## src/include/kms_params.svh

```systemverilog
`ifndef KMS_PARAMS_SVH
`define KMS_PARAMS_SVH

// ==========================================================================
// Timing
// ==========================================================================

// System clock rate in hertz (20 MHz, 50 ns period).
`define KMS_CLK_HZ 20000000
// Spacing between the two key detections, in milliseconds.
`define KMS_SCAN_INTERVAL_MS 30
// Spacing between detections in clock cycles, derived from the figures above.
`define KMS_SCAN_INTERVAL_CYCLES \
  ((`KMS_SCAN_INTERVAL_MS * `KMS_CLK_HZ) / 1000)
// Cycles a scan line is held before the return lines are sampled.
`define KMS_SETTLE_CYCLES 4

// ==========================================================================
// Matrix geometry and pin levels
// ==========================================================================

// Number of scan lines and of return lines.
`define KMS_LINES 4
// Scan pattern with every line driven active (low).
`define KMS_SCAN_ALL_ACTIVE 4'h0
// Return value with no key closed (all lines pulled high).
`define KMS_RETURN_NONE 4'hF
// LED pin levels with every LED dark (LEDs light on a low pin).
`define KMS_LED_ALL_OFF 5'h1F
// Result code meaning that no key is closed.
`define KMS_CODE_NONE 5'h00
// Result code meaning that several keys are closed.
`define KMS_CODE_MULTI 5'h1F

`endif

```

## src/include/kms_pkg.sv

```systemverilog
// ==========================================================================
// Shared types of the key matrix scanner
// ==========================================================================
package kms_pkg;

  // Controller states: key wait, matrix scan, paced wait between scans.
  typedef enum logic [1:0] {
    KMS_IDLE,
    KMS_SCAN,
    KMS_WAIT
  } kms_state_t;

endpackage : kms_pkg

```

## src/verilog/kms_key_scan.sv

```systemverilog
`timescale 1ns/1ps
`include "kms_params.svh"

// Summary of operation
// - Idle drives all scan lines, key raises event.
// - After the event, scan finds the key number.
// - Two detections 30 ms apart must match.
// - Single key shown in binary on five LEDs.
// - Several keys together light all five LEDs.
// - No key: LEDs off, all lines active, idle.
// - Interval timer paces detections every 30 ms.
// - LED pins carry bits 0 to 4.
// - Scan lines are outputs, key event enabled.
// - Reset: LED pins high, other outputs low.
// - Four return lines sampled together per line.
// - Low-power wait 30 ms between detections.
// - Matrix is four lines by four returns.
module kms_key_scan #(
  parameter int INTERVAL_CYCLES = `KMS_SCAN_INTERVAL_CYCLES,
  parameter int SETTLE_CYCLES = `KMS_SETTLE_CYCLES
) (
  input wire logic sys_clk,
  input wire logic rst,
  input wire logic [`KMS_LINES-1:0] keyReturnN,
  output logic [`KMS_LINES-1:0] scanOutN,
  output logic ledBit0Pin,
  output logic ledBit1Pin,
  output logic ledBit2Pin,
  output logic ledBit3Pin,
  output logic ledBit4Pin,
  output logic keyPressEvent,
  output logic scanIntervalEvent,
  output logic lowPowerWait
);

  localparam int SW = $clog2(SETTLE_CYCLES + 1);

  // ========================================================================
  // Helpers
  // ========================================================================

  // Scan pattern that drives one line low and leaves the rest high.
  function automatic logic [`KMS_LINES-1:0] lineDrive(input logic [1:0] l);
    lineDrive = ~(4'h1 << l);
  endfunction : lineDrive

  // ========================================================================
  // State
  // ========================================================================

  kms_pkg::kms_state_t state_q, state_d;  // Controller state.
  logic [1:0] line_q, line_d;             // Scan line being driven.
  logic [SW-1:0] settle_q, settle_d;      // Settle cycles on this line.
  logic [1:0] hits_q, hits_d;             // Closed keys seen, saturating.
  logic [4:0] code_q, code_d;             // Result of the scan in progress.
  logic [4:0] prevCode_q, prevCode_d;     // Result of the previous scan.
  logic havePrev_q, havePrev_d;           // A previous result exists.
  logic [`KMS_LINES-1:0] scanOut_q, scanOut_d;  // Scan pin levels.
  logic [4:0] led_q, led_d;               // LED pin levels, low is lit.
  logic keyEvent_q, keyEvent_d;           // Key press event pulse.
  logic lowPower_q, lowPower_d;           // Waiting between detections.
  logic timerStart;                       // Starts the interval timer.
  logic intervalTick;                     // Timer expiry pulse.

  // Interval timer that paces the second and later detections.
  kms_interval_timer #(
    .CYCLES(INTERVAL_CYCLES)
  ) u_timer (
    .sys_clk(sys_clk),
    .rst(rst),
    .start(timerStart),
    .tick(intervalTick)
  );

  // ========================================================================
  // Controller next-state logic
  // ========================================================================

  // One pass visits the four lines; the return lines are read only after
  // the settle count, since a line just switched may not have settled.
  always_comb begin
    logic [1:0] hitsT;
    logic [4:0] codeT;
    hitsT = hits_q;
    codeT = code_q;
    state_d = state_q;
    line_d = line_q;
    settle_d = settle_q;
    hits_d = hits_q;
    code_d = code_q;
    prevCode_d = prevCode_q;
    havePrev_d = havePrev_q;
    scanOut_d = scanOut_q;
    led_d = led_q;
    keyEvent_d = 1'b0;
    timerStart = 1'b0;
    unique case (state_q)
      kms_pkg::KMS_IDLE: begin
        // All lines active so that any key pulls a return line low.
        scanOut_d = `KMS_SCAN_ALL_ACTIVE;
        if (keyReturnN != `KMS_RETURN_NONE) begin
          keyEvent_d = 1'b1;
          state_d = kms_pkg::KMS_SCAN;
          line_d = 2'h0;
          settle_d = '0;
          hits_d = 2'h0;
          code_d = `KMS_CODE_NONE;
          scanOut_d = lineDrive(2'h0);
        end
      end
      kms_pkg::KMS_SCAN: begin
        if (settle_q != SW'(SETTLE_CYCLES - 1)) begin
          settle_d = settle_q + 1'b1;
        end else begin
          settle_d = '0;
          // All four returns are taken in the same cycle.
          for (int i = 0; i < `KMS_LINES; i++) begin
            if (!keyReturnN[i]) begin
              codeT = {1'b0, line_q, 2'(i)} + 5'h01;
              hitsT = (hitsT == 2'h2) ? 2'h2 : hitsT + 2'h1;
            end
          end
          if (hitsT == 2'h2) begin
            codeT = `KMS_CODE_MULTI;
          end
          if (line_q != 2'h3) begin
            line_d = line_q + 2'h1;
            scanOut_d = lineDrive(line_q + 2'h1);
            hits_d = hitsT;
            code_d = codeT;
          end else if (hitsT == 2'h0) begin
            // Released: dark LEDs, lines back to active, wait for keys.
            state_d = kms_pkg::KMS_IDLE;
            led_d = `KMS_LED_ALL_OFF;
            havePrev_d = 1'b0;
            scanOut_d = `KMS_SCAN_ALL_ACTIVE;
          end else begin
            // A result is shown only when it repeats across the interval;
            // a mismatch leaves the display as it was.
            if (havePrev_q && codeT == prevCode_q) begin
              led_d = ~codeT;
            end
            prevCode_d = codeT;
            havePrev_d = 1'b1;
            state_d = kms_pkg::KMS_WAIT;
            timerStart = 1'b1;
            scanOut_d = `KMS_SCAN_ALL_ACTIVE;
          end
        end
      end
      kms_pkg::KMS_WAIT: begin
        // Resume scanning only on the interval event.
        if (intervalTick) begin
          state_d = kms_pkg::KMS_SCAN;
          line_d = 2'h0;
          settle_d = '0;
          hits_d = 2'h0;
          code_d = `KMS_CODE_NONE;
          scanOut_d = lineDrive(2'h0);
        end
      end
    endcase
    lowPower_d = (state_d == kms_pkg::KMS_WAIT);
  end

  // ========================================================================
  // Controller registers
  // ========================================================================

  // Reset leaves the LED pins high (dark) and the scan pins low.
  always_ff @(posedge sys_clk) begin
    if (rst) begin
      state_q <= kms_pkg::KMS_IDLE;
      line_q <= 2'h0;
      settle_q <= '0;
      hits_q <= 2'h0;
      code_q <= `KMS_CODE_NONE;
      prevCode_q <= `KMS_CODE_NONE;
      havePrev_q <= 1'b0;
      scanOut_q <= `KMS_SCAN_ALL_ACTIVE;
      led_q <= `KMS_LED_ALL_OFF;
      keyEvent_q <= 1'b0;
      lowPower_q <= 1'b0;
    end else begin
      state_q <= state_d;
      line_q <= line_d;
      settle_q <= settle_d;
      hits_q <= hits_d;
      code_q <= code_d;
      prevCode_q <= prevCode_d;
      havePrev_q <= havePrev_d;
      scanOut_q <= scanOut_d;
      led_q <= led_d;
      keyEvent_q <= keyEvent_d;
      lowPower_q <= lowPower_d;
    end
  end

  // Outputs come straight from the registers.
  assign scanOutN = scanOut_q;
  assign ledBit0Pin = led_q[0];
  assign ledBit1Pin = led_q[1];
  assign ledBit2Pin = led_q[2];
  assign ledBit3Pin = led_q[3];
  assign ledBit4Pin = led_q[4];
  assign keyPressEvent = keyEvent_q;
  assign scanIntervalEvent = intervalTick;
  assign lowPowerWait = lowPower_q;
endmodule : kms_key_scan

```

## src/verilog/kms_interval_timer.sv

```systemverilog
`timescale 1ns/1ps
`include "kms_params.svh"

// ==========================================================================
// One-shot interval timer pacing the key detections
// ==========================================================================
module kms_interval_timer #(
  parameter int CYCLES = `KMS_SCAN_INTERVAL_CYCLES
) (
  input wire logic sys_clk,
  input wire logic rst,
  input wire logic start,
  output logic tick
);

  localparam int CW = $clog2(CYCLES + 1);

  logic [CW-1:0] cnt_q, cnt_d;   // Cycles left before the tick.
  logic run_q, run_d;            // Timer is counting.
  logic tick_q, tick_d;          // Registered tick pulse.

  // Next-state logic: a start reloads, so the tick lands CYCLES cycles
  // after the start cycle; CYCLES must be at least two.
  always_comb begin
    cnt_d = cnt_q;
    run_d = run_q;
    tick_d = 1'b0;
    if (start) begin
      cnt_d = CW'(CYCLES - 2);
      run_d = 1'b1;
    end else if (run_q) begin
      if (cnt_q == '0) begin
        tick_d = 1'b1;
        run_d = 1'b0;
      end else begin
        cnt_d = cnt_q - 1'b1;
      end
    end
  end

  // State registers.
  always_ff @(posedge sys_clk) begin
    if (rst) begin
      cnt_q <= '0;
      run_q <= 1'b0;
      tick_q <= 1'b0;
    end else begin
      cnt_q <= cnt_d;
      run_q <= run_d;
      tick_q <= tick_d;
    end
  end

  assign tick = tick_q;

  // Helper: cycles elapsed since the last start, for the check below.
  logic [CW:0] elapsed_q;
  always_ff @(posedge sys_clk) begin
    if (rst) begin
      elapsed_q <= '0;
    end else if (start) begin
      elapsed_q <= (CW + 1)'(1);
    end else if (run_q) begin
      elapsed_q <= elapsed_q + 1'b1;
    end
  end
endmodule : kms_interval_timer

```

## config.mk

```make
export PLATFORM = sky130hd
export DESIGN_NAME = kms_key_scan
export DESIGN_NICKNAME = d
export VERILOG_FILES = /design/src/include/kms_pkg.sv /design/src/verilog/kms_key_scan.sv /design/src/verilog/kms_interval_timer.sv
export VERILOG_INCLUDE_DIRS = /design/src /design/src/include
export SDC_FILE = /design/constraint.sdc
export NUM_CORES = 1
export LEC_CHECK = 0
export BUFFER_PORTS_ARGS = -buffer_cell sky130_fd_sc_hd__buf_2
export CAP_MARGIN = 20
export CORE_MARGIN = 3
export CORE_UTILIZATION = 55
export DETAILED_ROUTE_END_ITERATION = 7
export PLACE_DENSITY = 0.84
export SETUP_SLACK_MARGIN = 0.05
export SYNTH_ARGS = -nofsm -noshare
export SYNTH_HDL_FRONTEND = slang
export SYNTH_SLANG_ARGS = --single-unit
```

## constraint.sdc

```tcl
create_clock -name sys_clk -period 7.6 [get_ports sys_clk]
set_input_delay 0.38 -clock sys_clk [delete_from_list [all_inputs] [get_ports sys_clk]]
set_output_delay 0.38 -clock sys_clk [all_outputs]
set_load 0.05 [all_outputs]
```

Yosys cells after proc, flatten, opt, wreduce, memory -nomap -nowiden:

Cells that the tools add are included.
Widths: inputs -> output; s select.

* flip-flop bits (word level): 53
* bits of input ports: 6
* output and inout port bits: 12
* word-level logic and storage cells: 134

* $add $sub $neg: 11
* eq/ne operators: 17
* shifts and indexed selects: 1
* muxes and demuxes: 65
* bitwise logic cells: 8
* reduce and logical (&&, ||, !) cells: 17

Operators with widths (number)
* $mux 5: 13
* $mux 20: 3
* $mux 2: 27
* $add 4x1->5 const B: 4
* $logic_not 20->1: 1
* $sub 20x1->20 const B: 1
* $pmux 2 s3: 3
* $mux 4: 4
* $pmux 5 s3: 1
* $eq 2x2->1 const B: 7
* $pmux 4 s3: 1
* $reduce_and 4->1: 3
* $add 2x1->2 const B: 5
* $ne 2x2->1 const B: 5
* $mux 1: 9
* $mux 3: 3
* $pmux 3 s3: 1
* $reduce_and 2->1: 4
* $not 1->1: 6
* $eq 5x5->1: 1
* $not 5->5: 1
* $logic_not 2->1: 2
* $ne 4x4->1 const B: 1
* $not 4->4: 1
* 10 further kinds: 12

Depth between registers and ports, before layout:

* depth in word-level cells: 28
* gate-level depth with buffers: 14

By module:

A second synthesis with hierarchy kept.

* cell total of the unflattened synthesis: 383
* area, all modules: 3184.3 um2

Modules (own cells, without submodules)
* kms_key_scan: times used 1, cells each 243, area an instance 1983.2 um2, seq. area each 620.6 um2
* kms_interval_timer: times used 1, cells each 140, area an instance 1201.2 um2, seq. area each 440.4 um2

Worst setup path before layout:

OpenSTA, ideal clock, no wires.

* path kind: reg-to-reg
* from: reg hits_q[0]
* to: reg led_q[0]
* arrival: 3.469 ns
* required time: 7.471 ns
* setup slack: 4.002 ns
* cell stages (with the launch flop): 15
* path buffers: 0
* clock period less this slack: 3.598 ns
* path through: dfxtp_1 inv_1 ha_1 or3b_1 a221o_2 o211ai_4 inv_2 ha_1 nor2b_1 or2_2 o21ai_0 o211ai_1 nor4b_4 o2111ai_4 mux2i_1

* longest elaborated chain between the ends: 28

RTL lines
* start, declared: line kms_key_scan.sv:54 `logic [1:0] hits_q, hits_d;`
* start signal, assigned: line kms_key_scan.sv:188 `hits_q <= hits_d;`
* $add 2x1->2 or $eq 2x2->1 (tied branches): line kms_key_scan.sv:120 `hitsT = (hitsT == 2'h2) ? 2'h2 : hitsT + 2'h1;`
* $mux 2: line kms_key_scan.sv:120
* $mux 2 (*): line kms_key_scan.sv:118 `if (!keyReturnN[i]) begin`
* $mux 2 (*): line kms_key_scan.sv:112 `if (settle_q != SW'(SETTLE_CYCLES - 1)) begin`
* $mux 2 (*): line kms_key_scan.sv:97 `unique case (state_q)`
* $add 2x1->2 or $eq 2x2->1 (tied branches): line kms_key_scan.sv:120
* $mux 2: line kms_key_scan.sv:120
* $mux 2 (*): line kms_key_scan.sv:118
* (+12 left out)
* $eq 2x2->1: line kms_key_scan.sv:123 `if (hitsT == 2'h2) begin`
* $mux 5: line kms_key_scan.sv:123
* $mux 5: line kms_key_scan.sv:112
* $mux 5: line kms_key_scan.sv:97
* $eq 5x5->1: line kms_key_scan.sv:140 `if (havePrev_q && codeT == prevCode_q) begin`
* $logic_and 1x1->1: line kms_key_scan.sv:140
* $reduce_bool 2->1 (no line)
* $reduce_and 4->1 (no line)
* end signal, assigned: line kms_key_scan.sv:181 `` led_q <= `KMS_LED_ALL_OFF; ``
* end signal, assigned: line kms_key_scan.sv:193 `led_q <= led_d;`
* end, declared: line kms_key_scan.sv:59 `logic [4:0] led_q, led_d;`

Every way passes the cells marked *; elsewhere a longest branch is shown, timed or not. The select of a mux whose other input is x is not followed.
A chain may end at the register's enable or synchronous reset.

Worst setup path after layout:

* from: reg hits_q[0]
* to: reg led_q[4]

Same word-level chain as after synthesis.

==> flow_summary_export.csv <==
group,metric,value,unit
run_status,status,"finished, final reports clean",
global_route,met1_usage,27.7,%
placed_design,placed_cell_area,3110,µm²
pwr,pwr-share-clk,32.5,%
global_route,grt_max_degree,47,
cts,cts_max_level,2,
cts,cts_resized,0,
sta,hold_viol,0,
logic_synthesis,postSynthAreaPerCell,8.46,µm²
sta,finalSetupViolations,0,
routing,dr.pass1.iters,4,
sta,slew-limit-headroom,44.0,%
logic_synthesis,synth_flop_cell,"dfxtp_1",
logic_synthesis,ys_seq_area_share,35.3,%
die,coreArea,5200,µm²
sta,rsz0062_at_grt,"no",
global_route,use_met3,4.40,%
worst_setup_path,crit_type,"reg -> reg",
pwr,swShare,29.4,%
logic_synthesis,synth_nets,372,
logic_synthesis,netlist-cell-type-count,65,
sta,finalCritPeriodShare,52.1,%
final_layout,layout_commonest_cell,"dfxtp_1",
global_route,met2_usage,36.4,%
final_layout,area_delta_synth_final,7.37,%
logic_synthesis,synth_area_leader_cell,"dfxtp_1",
global_route,grt_pass1_vias,2425,
cts,cts_buffer_depth,2,
cts,clk_pin_slew,0.10,ns
routing,dr.first_iter.drc_count,227,
logic_synthesis,synth_edf_count,0,
global_route,overflow,0,
pwr,p_comb_share,19.3,%
final_layout,final_area,3220,µm²
cts,ctsRootBufferMaster,"clkbuf_8",
final_layout,final-seq-area,1060,µm²
pwr,pwr-share-seq,48.2,%
die,io_pins,18,
die,start_util,57.7,%
pwr,power.leakage,1.23,nW
cts,cts-hold-fix-buffers,0,
logic_synthesis,syn-instance-count,355,
worst_setup_path,crit_fanout,7,
logic_synthesis,syn_area,3000,µm²
final_layout,final_util,61.9,%
global_route,track_usage,21.6,%
pwr,internal_power,424,µW
worst_setup_path,cp-end-kind,"flop",
sta,fin_worst_skew,0.00524,ns
global_route,grt_pass1_wl,11200,µm
cts,cts_sinks,53,
logic_synthesis,yosysTopAreaCellShare,35.3,%
sta,whs,0.489,ns
final_layout,fillCellCount,457,
cts,cts_tree,"yes",
worst_setup_path,start_kind,"flop",
routing,wire_per_inst,14.5,µm
final_layout,final_cell_mix,"dfxtp_1 (53), nor2_1 (48), a21oi_1 (33), nand2_1 (23)",
min_path,worstHoldPathType,"reg -> reg",
placed_design,place_congestion,0.904,
worst_setup_path,worstPathRequired,7.79,ns
die,die_w,79.9,µm
routing,drt_wl_total,6340,µm
routing,viasPerCell,5.84,
global_route,top_usage_layer,"met2",
cts,cts_buffers,5,
pwr,switching_power,177,µW
logic_synthesis,async_reset_ff_share,0,%
cts,clock_latency,0.31,ns
sta,fmax,253,MHz
cts,cts_setup_buffers,0,
logic_synthesis,synthTopCellsByArea,"dfxtp_1 (35%), nor2_1 (6.0%), a21oi_1 (5.5%)",
sta,setup_ws,3.64,ns
pwr,power_density,186,nW/µm²
logic_synthesis,synth.yosys.warnings,0,
die,die_h,79.9,µm
routing,vias,2553,
worst_setup_path,crit_arrival,4.15,ns
flow_run,cap_viol_max_count,0,
routing,ant_nets,0,
die,die-area,6380,µm²
sta,worst_pin_slew,0.838,ns
sta,fin_tns_setup,0,ns
placed_design,place_ws,3.70,ns
final_layout,multi_input_area,1810,µm²
final_layout,final_nets,383,
placed_design,port_buffers,17,
placed_design,hpwlAfterDp,4430,µm
pwr,vdd_drop_max,133,µV
sta,fin_crit,3.96,ns
global_route,antenna_found_initial,0,
final_layout,final_layout_size_suffix_gt1_share,13.4,%
sta,slew_viol_final,0,
routing,drc,0,
logic_synthesis,ys_ff_latch,53,
die,placementRows,26,
final_layout,antennaDiodeCount,0,
==> cell usage after synthesis (4+ instances only) <==
cell type	count
mux2i_1	11
nor3b_1	5
nor4_1	4
a21oi_1	33
dfxtp_1	53
nand2b_1	8
clkbuf_1	8
inv_1	14
ha_1	11
a22oi_1	6
o21ai_0	14
xor2_1	4
a2bb2oi_1	4
nor2_1	48
nand3_1	8
nand2_1	23
nor3_1	17
nor2b_1	7
xnor2_1	10
==> path summary, 6_finish.rpt <==
check                      startpoint                  endpoint  slack [ns]  depth (start not counted)
max            hits_q[0]$_SDFFE_PP0P_     led_q[4]$_SDFFE_PP1P_        3.64                         14
min          settle_q[1]$_SDFFE_PP0P_  settle_q[1]$_SDFFE_PP0P_        0.49                          2
max reg2reg    hits_q[0]$_SDFFE_PP0P_     led_q[4]$_SDFFE_PP1P_        3.64                         14
min reg2reg  settle_q[1]$_SDFFE_PP0P_  settle_q[1]$_SDFFE_PP0P_        0.49                          2
==> worst max-delay path, cell delays in order (launching register included) <==
cell       delay (ns)
dfxtp_1          0.45
inv_1            0.09
ha_1             0.39
or3b_1           0.38
a221o_2          0.39
o211ai_4         0.13
inv_2            0.09
ha_1             0.31
nor2b_1          0.17
or2_2            0.32
o21ai_0          0.17
o211ai_1         0.18
nor4b_4          0.35
o2111ai_4        0.23
mux2i_1          0.17
==> kinds of logic (layout without fill, tap and decap cells) <==
group | count (synthesis) | in the layout | synth area share (%)
fa+ha+maj | 11 | 11 | 4.58
xor+xnor | 15 | 15 | 4.62
compound gates | 85 | 85 | 20.7
flops | 53 | 53 | 35.3
buf+inv | 30 | 42 | 4.25
mux | 12 | 12 | 4.04
simple gates | 149 | 149 | 26.5
==> per-layer routing <==
layer	share of wire [%]	vias to the layer above	wire [µm]
met5	0	-	0
met1	46	1186	2940
met3	4.5	13	288
met2	47	65	2990
met4	2.1	0	131
li1	-	1289	-
==> state kept, by name, summed over array words and instances (netlist names) <==
name / cells
code_q: 5
havePrev_q: 1
hits_q: 2
keyPressEvent: 1
led_q: 5
line_q: 2
lowPowerWait: 1
prevCode_q: 5
scanOutN: 4
settle_q: 3
state_q: 2
u_timer.cnt_q: 20
u_timer.run_q: 1
u_timer.tick: 1
==> power groups by stage <==
stage               combinational (mW)  clock [mW]  sequential (mW)
finish                           0.116       0.195            0.289
global route                     0.128       0.211            0.290
CTS                              0.115       0.198            0.289
detailed placement               0.114           0            0.296
global placement                 0.111           0            0.295
floorplan                       0.0848           0            0.303
==> stage by stage <==
step | total power, mW | cells
after floorplan | 0.388 | 355
after global placement | 0.407 | 429
after detailed placement | 0.409 | 429
after CTS | 0.602 | 437
after global routing | 0.630 | 437
final | 0.601 | 437
==> cell type report <==
| cell class | count | share of cell area [%] |
|---|---|---|
| Multi-Input combinational cell | 272 | 56.3 |
| Sequential cell | 53 | 32.9 |
| Tap cell | 70 | 2.72 |
| Timing Repair Buffer | 17 | 2.64 |
| Clock buffer | 5 | 2.13 |
| Inverter | 17 | 1.98 |
| Clock inverter | 3 | 1.36 |
Note: power is estimated with default switching activity, not from simulation.
